$ cat config.mk
export PLATFORM = sky130hd
export DESIGN_NAME = rsf_result_status_flags
export DESIGN_NICKNAME = d
export VERILOG_FILES = /design/src/common/rsf_pkg.sv /design/src/rtl/rsf_result_status_flags.sv
export SDC_FILE = /design/constraint.sdc
export NUM_CORES = 1
export LEC_CHECK = 0
export ABC_CLOCK_PERIOD_IN_PS = 12000
export BUFFER_PORTS_ARGS = -buffer_cell sky130_fd_sc_hd__clkbuf_2
export CAP_MARGIN = 10
export CORE_ASPECT_RATIO = 0.75
export CORE_UTILIZATION = 37
export DETAILED_ROUTE_END_ITERATION = 12
export HOLD_SLACK_MARGIN = 0.02
export PLACE_DENSITY_LB_ADDON = 0.3
export SETUP_SLACK_MARGIN = 0.15
export SLEW_MARGIN = 15
export SYNTH_ARGS = -nofsm -noshare
export SYNTH_HDL_FRONTEND = slang
export SYNTH_SLANG_ARGS = --single-unit
$ cat constraint.sdc
create_clock -name i_sys_clk -period 12 [get_ports i_sys_clk]
set_input_delay 2.4 -clock i_sys_clk [delete_from_list [all_inputs] [get_ports i_sys_clk]]
set_output_delay 2.4 -clock i_sys_clk [all_outputs]
set_load 0.01 [all_outputs]
$ cat src/common/rsf_pkg.sv
// Constants and types for the result and status flag register bank
package rsf_pkg;

    // ------------------------------------------------------------
    // Output register bank word addresses
    // ------------------------------------------------------------
    localparam logic [2:0] RSF_ADDR_STATUS = 3'h0;
    localparam logic [2:0] RSF_ADDR_TEMP   = 3'h1;
    localparam logic [2:0] RSF_ADDR_CH_A   = 3'h2;
    localparam logic [2:0] RSF_ADDR_CH_B   = 3'h3;
    localparam logic [2:0] RSF_ADDR_CH_C   = 3'h4;
    localparam logic [2:0] RSF_ADDR_TREF_L = 3'h5;
    localparam logic [2:0] RSF_ADDR_TREF_H = 3'h6;

    // ------------------------------------------------------------
    // Widths, limits and field positions
    // ------------------------------------------------------------
    localparam int          RSF_RES_W      = 16;
    localparam int          RSF_TREF_W     = 24;
    localparam int          RSF_NUM_CH     = 3;
    localparam logic [15:0] RSF_RES_MAX    = 16'hFFFF;
    localparam logic [23:0] RSF_TREF_MAX   = 24'hFFFFFF;
    localparam logic [3:0]  RSF_SAT_SEL_MIN = 4'h7;
    localparam logic [7:0]  RSF_ZERO_BYTE  = 8'h00;
    localparam int          RSF_FLG_TREF   = 2;
    localparam int          RSF_FLG_SAT    = 1;
    localparam int          RSF_FLG_OVD    = 0;
    localparam int          RSF_ST_LOST    = 4;
    localparam int          RSF_ST_FRESH   = 3;

    typedef enum logic
    {
        RSF_RD_IDLE = 1'b0,
        RSF_RD_HOLD = 1'b1
    } rsf_rd_state_t;

endpackage : rsf_pkg

$ cat src/rtl/rsf_result_status_flags.sv
// Result buffering, status flags and byte readout of the output bank
`timescale 1ns/100ps
`default_nettype none

module rsf_result_status_flags
(
    // Clock and reset
    input  wire logic        i_sys_clk,
    input  wire logic        i_rst,
    // Mode and control from the configuration logic
    input  wire logic        i_sw_reset,
    input  wire logic        i_meas_state,
    input  wire logic        i_sync_edge_mode,
    input  wire logic        i_time_ref_enable,
    input  wire logic [3:0]  i_conv_time_sel,
    input  wire logic [7:0]  i_osr_byte,
    input  wire logic        i_standby_live,
    input  wire logic        i_powerdown_live,
    // Measurement sequencer events
    input  wire logic        i_meas_start,
    input  wire logic        i_meas_end,
    input  wire logic [2:0]  i_chan_inc,
    input  wire logic [2:0]  i_chan_overdrive,
    // Serial interface engine
    input  wire logic        i_rd_start,
    input  wire logic [2:0]  i_rd_addr,
    input  wire logic        i_byte_req,
    input  wire logic        i_i2c_stop,
    output logic      [7:0]  o_byte_data,
    output logic             o_byte_valid,
    // Status pin
    output logic             o_ready
);
    import rsf_pkg::*;

    // ------------------------------------------------------------
    // State
    // ------------------------------------------------------------
    logic [15:0]   cnt_reg [RSF_NUM_CH];
    logic [15:0]   cnt_next [RSF_NUM_CH];
    logic [15:0]   buf_reg [RSF_NUM_CH];
    logic [15:0]   buf_next [RSF_NUM_CH];
    logic [15:0]   res_reg [RSF_NUM_CH];
    logic [15:0]   res_next [RSF_NUM_CH];
    logic [23:0]   tref_reg, tref_next;
    logic [23:0]   buf_tref_reg, buf_tref_next;
    logic [23:0]   res_tref_reg, res_tref_next;
    logic [2:0]    run_flg_reg, run_flg_next;
    logic [2:0]    buf_flg_reg, buf_flg_next;
    logic [2:0]    res_flg_reg, res_flg_next;
    logic          fresh_reg, fresh_next;
    logic          lost_reg, lost_next;
    logic          active_reg, active_next;
    rsf_rd_state_t rd_state_reg, rd_state_next;
    logic [2:0]    addr_reg, addr_next;
    logic          sel_reg, sel_next;
    logic [7:0]    data_reg, data_next;
    logic          valid_reg, valid_next;

    logic          bank_clear;
    logic [7:0]    status_byte;
    logic [15:0]   word;
    logic          is_result;

    assign bank_clear = i_sw_reset | ~i_meas_state;
    // Bit 2 live activity, bits 1:0 live power controls
    assign status_byte = {res_flg_reg, lost_reg, fresh_reg, active_reg,
                          i_standby_live, i_powerdown_live};
    assign is_result = (addr_reg >= RSF_ADDR_CH_A)
                    && (addr_reg <= RSF_ADDR_CH_C);

    // ------------------------------------------------------------
    // Word selection for readout
    // ------------------------------------------------------------
    always_comb
    begin
        unique case (addr_reg)
            RSF_ADDR_STATUS: word = {status_byte, i_osr_byte};
            RSF_ADDR_CH_A:   word = res_reg[0];
            RSF_ADDR_CH_B:   word = res_reg[1];
            RSF_ADDR_CH_C:   word = res_reg[2];
            RSF_ADDR_TREF_L: word = res_tref_reg[15:0];
            RSF_ADDR_TREF_H: word = {RSF_ZERO_BYTE, res_tref_reg[23:16]};
            default:         word = 16'h0000;
        endcase
    end

    // ------------------------------------------------------------
    // Next state
    // ------------------------------------------------------------
    always_comb
    begin
        cnt_next      = cnt_reg;
        buf_next      = buf_reg;
        res_next      = res_reg;
        tref_next     = tref_reg;
        buf_tref_next = buf_tref_reg;
        res_tref_next = res_tref_reg;
        run_flg_next  = run_flg_reg;
        buf_flg_next  = buf_flg_reg;
        res_flg_next  = res_flg_reg;
        fresh_next    = fresh_reg;
        lost_next     = lost_reg;
        active_next   = active_reg;
        rd_state_next = rd_state_reg;
        addr_next     = addr_reg;
        sel_next      = sel_reg;
        data_next     = data_reg;
        valid_next    = 1'b0;

        // Measurement counting
        if (i_meas_start)
        begin
            for (int i = 0; i < RSF_NUM_CH; i++)
                cnt_next[i] = 16'h0000;
            tref_next    = 24'h000000;
            run_flg_next = 3'b000;
            active_next  = 1'b1;
        end
        else if (active_reg)
        begin
            for (int i = 0; i < RSF_NUM_CH; i++)
            begin
                if (i_chan_inc[i] && cnt_reg[i] == RSF_RES_MAX)
                begin
                    // Stays at all ones instead of wrapping
                    if (i_conv_time_sel >= RSF_SAT_SEL_MIN)
                        run_flg_next[RSF_FLG_SAT] = 1'b1;
                end
                else if (i_chan_inc[i])
                    cnt_next[i] = cnt_reg[i] + 16'h0001;
            end
            if (|i_chan_overdrive)
                run_flg_next[RSF_FLG_OVD] = 1'b1;
            if (i_time_ref_enable)
            begin
                tref_next = tref_reg + 24'h000001;
                if (tref_reg == RSF_TREF_MAX && i_sync_edge_mode)
                    run_flg_next[RSF_FLG_TREF] = 1'b1;
            end
        end

        // Read-triggered clears; status byte is captured on this edge
        if (i_byte_req && !i_rd_start && sel_reg
            && addr_reg == RSF_ADDR_STATUS)
        begin
            fresh_next = 1'b0;
            lost_next  = 1'b0;
        end
        if (i_byte_req && !i_rd_start && is_result)
            fresh_next = 1'b0;

        // End of measurement: flags travel with their results
        if (i_meas_end && active_reg)
        begin
            buf_next      = cnt_next;
            buf_tref_next = tref_next;
            buf_flg_next  = run_flg_next;
            if (fresh_reg)
                lost_next = 1'b1;
            fresh_next  = 1'b1;
            active_next = 1'b0;
        end

        // Readout
        if (i_rd_start)
        begin
            addr_next = i_rd_addr;
            sel_next  = 1'b0;
            if (rd_state_reg == RSF_RD_IDLE)
            begin
                res_next      = buf_reg;
                res_tref_next = buf_tref_reg;
                res_flg_next  = buf_flg_reg;
                rd_state_next = RSF_RD_HOLD;
            end
        end
        else if (i_byte_req)
        begin
            data_next  = sel_reg ? word[15:8] : word[7:0];
            valid_next = 1'b1;
            sel_next   = ~sel_reg;
            if (sel_reg)
                addr_next = addr_reg + 3'h1;
        end
        if (i_i2c_stop)
            rd_state_next = RSF_RD_IDLE;
    end

    // ------------------------------------------------------------
    // Registers
    // ------------------------------------------------------------
    always_ff @(posedge i_sys_clk or posedge i_rst)
    begin
        if (i_rst)
        begin
            for (int i = 0; i < RSF_NUM_CH; i++)
            begin
                cnt_reg[i] <= 16'h0000;
                buf_reg[i] <= 16'h0000;
                res_reg[i] <= 16'h0000;
            end
            tref_reg     <= 24'h000000;
            buf_tref_reg <= 24'h000000;
            res_tref_reg <= 24'h000000;
            run_flg_reg  <= 3'b000;
            buf_flg_reg  <= 3'b000;
            res_flg_reg  <= 3'b000;
            fresh_reg    <= 1'b0;
            lost_reg     <= 1'b0;
            active_reg   <= 1'b0;
            rd_state_reg <= RSF_RD_IDLE;
            addr_reg     <= 3'h0;
            sel_reg      <= 1'b0;
            data_reg     <= 8'h00;
            valid_reg    <= 1'b0;
        end
        else if (bank_clear)
        begin
            for (int i = 0; i < RSF_NUM_CH; i++)
            begin
                cnt_reg[i] <= 16'h0000;
                buf_reg[i] <= 16'h0000;
                res_reg[i] <= 16'h0000;
            end
            tref_reg     <= 24'h000000;
            buf_tref_reg <= 24'h000000;
            res_tref_reg <= 24'h000000;
            run_flg_reg  <= 3'b000;
            buf_flg_reg  <= 3'b000;
            res_flg_reg  <= 3'b000;
            fresh_reg    <= 1'b0;
            lost_reg     <= 1'b0;
            active_reg   <= 1'b0;
            rd_state_reg <= RSF_RD_IDLE;
            addr_reg     <= 3'h0;
            sel_reg      <= 1'b0;
            data_reg     <= 8'h00;
            valid_reg    <= 1'b0;
        end
        else
        begin
            cnt_reg      <= cnt_next;
            buf_reg      <= buf_next;
            res_reg      <= res_next;
            tref_reg     <= tref_next;
            buf_tref_reg <= buf_tref_next;
            res_tref_reg <= res_tref_next;
            run_flg_reg  <= run_flg_next;
            buf_flg_reg  <= buf_flg_next;
            res_flg_reg  <= res_flg_next;
            fresh_reg    <= fresh_next;
            lost_reg     <= lost_next;
            active_reg   <= active_next;
            rd_state_reg <= rd_state_next;
            addr_reg     <= addr_next;
            sel_reg      <= sel_next;
            data_reg     <= data_next;
            valid_reg    <= valid_next;
        end
    end

    assign o_byte_data  = data_reg;
    assign o_byte_valid = valid_reg;
    assign o_ready      = ~active_reg;
endmodule : rsf_result_status_flags

`default_nettype wire

==> results.tsv <==
metric	value	unit
result_of_the_run	completed	
synth-simple-area-share	0.176	
end_kind	flop	
timing.hold.worst_endpoint	buf_reg[14]	
drt_total_wl	27000	µm
cts-hold-fix-buffers	0	
postCtsResizedCells	0	
final_nets	1080	
power.share.combinational	0.042	
p_sw	370	µW
grt_overflow_total	0	
clk_path_buf_depth	3	
post_synthesis_share_of_cell_area_spent_on_xor_and_xnor_gates	0.0474	
preCtsSetupSlack	7.29	ns
reg2reg_depth	7	
p_sw_frac	0.226	
path_clk_slew	0.06	ns
final_cell_mix	sky130_fd_sc_hd__dfrtp_1, sky130_fd_sc_hd__nand2_1, sky130_fd_sc_hd__nor2_1	
cts_setup_buffers	0	
wire_per_inst	18.8	µm
vias	7960	
cts_tree	built	
register_area	0.00606	mm²
finalHoldViolations	0	
fin_crit_period	4.21	ns
synthToLayoutAreaGrowth	12.4	%
syn_area	0.0107	mm²
io_buffer_count	43	
core_area	0.0282	mm²
die_height	149	µm
grtUsageTotal	0.190	
rsz0062_at_grt	false	
slew_violations	0	
synth_fp_nets	1062	
timing.max_slew.rel_slack	0.366	
max_stage_delay	0.57	ns
num_io_pins	44	
initial_core_util	0.379	
fill_cells	2734	
floorplan.die.width	198	µm
power_report.internal_total	1.27	mW
route.detailed.vias_per_inst	5.54	
largest_family_of_logic_cells_by_synthesized_area	simple AND/OR/NAND/NOR gates	
initialDrtViolationCount	765	
r2r-start	addr_reg[2]	
cts.sink_count	242	
synth_compound_gate_area_share	0.157	
ys_seq_area_frac	0.565	
worst_setup_path_start_kind	primary input	
timing.reg2reg.setup_slack	9.10	ns
post-route-drc-count	0	
irDropWorstVdd	0.0874	mV
syn-mean-instance-area	10.5	µm²
dieArea	0.0296	mm²
first_global_vias	7572	
yosys_most_used_dff	sky130_fd_sc_hd__dfrtp_1	
synth_largest_area_cell	sky130_fd_sc_hd__dfrtp_1	
synth.top_cells.by_area	sky130_fd_sc_hd__dfrtp_1, sky130_fd_sc_hd__a22o_1, sky130_fd_sc_hd__nand2_1	
drt.antenna.violating_nets	0	
setup_ws	7.79	ns
setup_failing_eps_final	0	
worst_reg2reg_path_endpoint	o_byte_data[1]	
num_antenna_cells	0	
final.setup.tns	0	ns
critical_path_required	12.39	ns
multi_input_comb_area	0.00440	mm²
multiplexer_share_of_the_synthesized_area	0.0166	
fin_worst_skew	0.0264	ns
power_density	136	mW/mm²
max_freq	0.238	GHz
arrival	4.60	ns
leading_cell_type_in_the_layout_fill_and_taps_excluded	sky130_fd_sc_hd__dfrtp_1	
synth_async_sr_flop_share	1.00	
clock_latency	0.53	ns
max_cap_violation_count	0	
synthCells	1019	
synth.distinct_cells	58	
period_share	0.351	
worst_max_slew_pin_slew	0.948	ns
synth-edff-count	0	
drt_pass1_iterations	5	
timing_worst_setup_path_type	in2reg	
placement.cell_area	0.0113	mm²
timing.critical_path.cells	clkbuf_2 > nand2b_1 > or2_4 > buf_4 > a21oi_1 > mux2_2	
largest_net_degree_at_the_start_of_global_routing	105	
power_frac_seq	0.502	
gp_congestion	0.895	
synth_fa_ha_area_frac	0.0105	
critical_path.slowest_cell	sky130_fd_sc_hd__buf_4	
numCtsBuffers	24	
row_count	53	
power.share.clock	0.457	
p_leak	5.18	nW
synth_warnings	0	
clock-root-buffer	sky130_fd_sc_hd__clkbuf_16	
dp_hpwl	18100	µm
critical_path_peak_fanout	50	
antenna_found_initial	1	
hold-path-cell-count	2	
min_path_type	reg2reg	
cts.htree.levels	1	
netlist.area_leader.share	0.565	
number_of_synthesized_register_bits	242	
worstHoldStart	buf_reg[14]	
grt_pass1_wl	43800	µm
drive_above_1_share	0.112	
finish.instance_area	0.0120	mm²
area by class of cell:
cell class	count	share of cell area
Tap cell	385	0.0400
Multi-Input combinational cell	705	0.365
Sequential cell	242	0.503
Inverter	12	0.00436
Clock inverter	6	0.00519
Timing Repair Buffer	52	0.0235
Clock buffer	35	0.0592
synthesized netlist by cell type (all sizes together), types with 2 or more instances:
cell type and count:
a32o 2, a21oi 13, o2111ai 7, a222oi 2
a31oi 6, or3 4, nand4 27, nor4 7
o21ai 77, clkbuf 42, a22o 75, a221oi 3
and4 9, nand3b 3, dfrtp 242, xnor2 26
mux2i 11, a22oi 20, ha 9, nor2 106
mux2 6, nand2 127, nor4b 3, nor3b 6
buf 18, a21o 2, nor3 14, nand2b 2
and3 9, xor2 32, inv 12, nand3 59
or4 2, a32oi 8, o31ai 16, nand4bb 2
critical path, delay by kind of cell:
family / cells / cell delay, ns
AO/OA/AOI/OAI: 1 / 0.13
buffers and inverters: 2 / 0.65
AND/OR/NAND/NOR: 2 / 1.08
multiplexers: 1 / 0.29
routing by layer:
metal / vias up / share of wire / GRT usage
met2: 228 / 0.41 / 0.258
met5: - / 0 / 0
met3: 32 / 0.066 / 0.0350
met1: 3994 / 0.51 / 0.310
met4: 0 / 0.012 / 0.0319
li1: 3706 / - / -
cell families (layout without fill, tap and decap cells):
group	count (synthesis)	count (layout)
buffers and inverters	72	105
DFF	242	242
muxes	17	17
AOI/OAI and AO/OA	236	236
xor gates and xnor gates	58	58
adders and majority gates	9	9
and+or+nand+nor	385	385
worst max path at each step:
stage / to / slack (ns) / depth (start not counted) / startpoint
after floorplan: active_reg / 2.96 / 1 / i_rst
after global placement: buf_flg_reg[0] / 7.34 / 6 / i_sw_reset
after detailed placement: buf_reg[20] / 7.29 / 6 / i_sw_reset
after CTS: buf_reg[20] / 7.79 / 6 / i_sw_reset
after global routing: buf_reg[20] / 7.64 / 6 / i_sw_reset
final: buf_reg[20] / 7.79 / 6 / i_sw_reset
power by group through the flow:
stage          registers [mW]  logic (mW)  clock network, mW
3_3_place_gp            0.836      0.0691                  0
3_5_place_dp            0.836      0.0693                  0
5_1_grt                 0.820      0.0765              0.796
6_report                0.821      0.0682              0.747
4_1_cts                 0.820      0.0695              0.764
2_1_floorplan           0.834      0.0439                  0
per-stage QoR:
| step | hold slack, ns | total power, mW | util | cells |
|---|---|---|---|---|
| after global placement | 0.463 | 0.905 | 0.399 | 1396 |
| after floorplan | 0.446 | 0.878 | - | 1019 |
| after detailed placement | 0.467 | 0.905 | 0.399 | 1396 |
| final | 0.478 | 1.64 | 0.426 | 1437 |
| after global routing | 0.504 | 1.69 | 0.426 | 1437 |
| after CTS | 0.479 | 1.65 | 0.426 | 1437 |
Note: power is estimated with default switching activity, not from simulation.
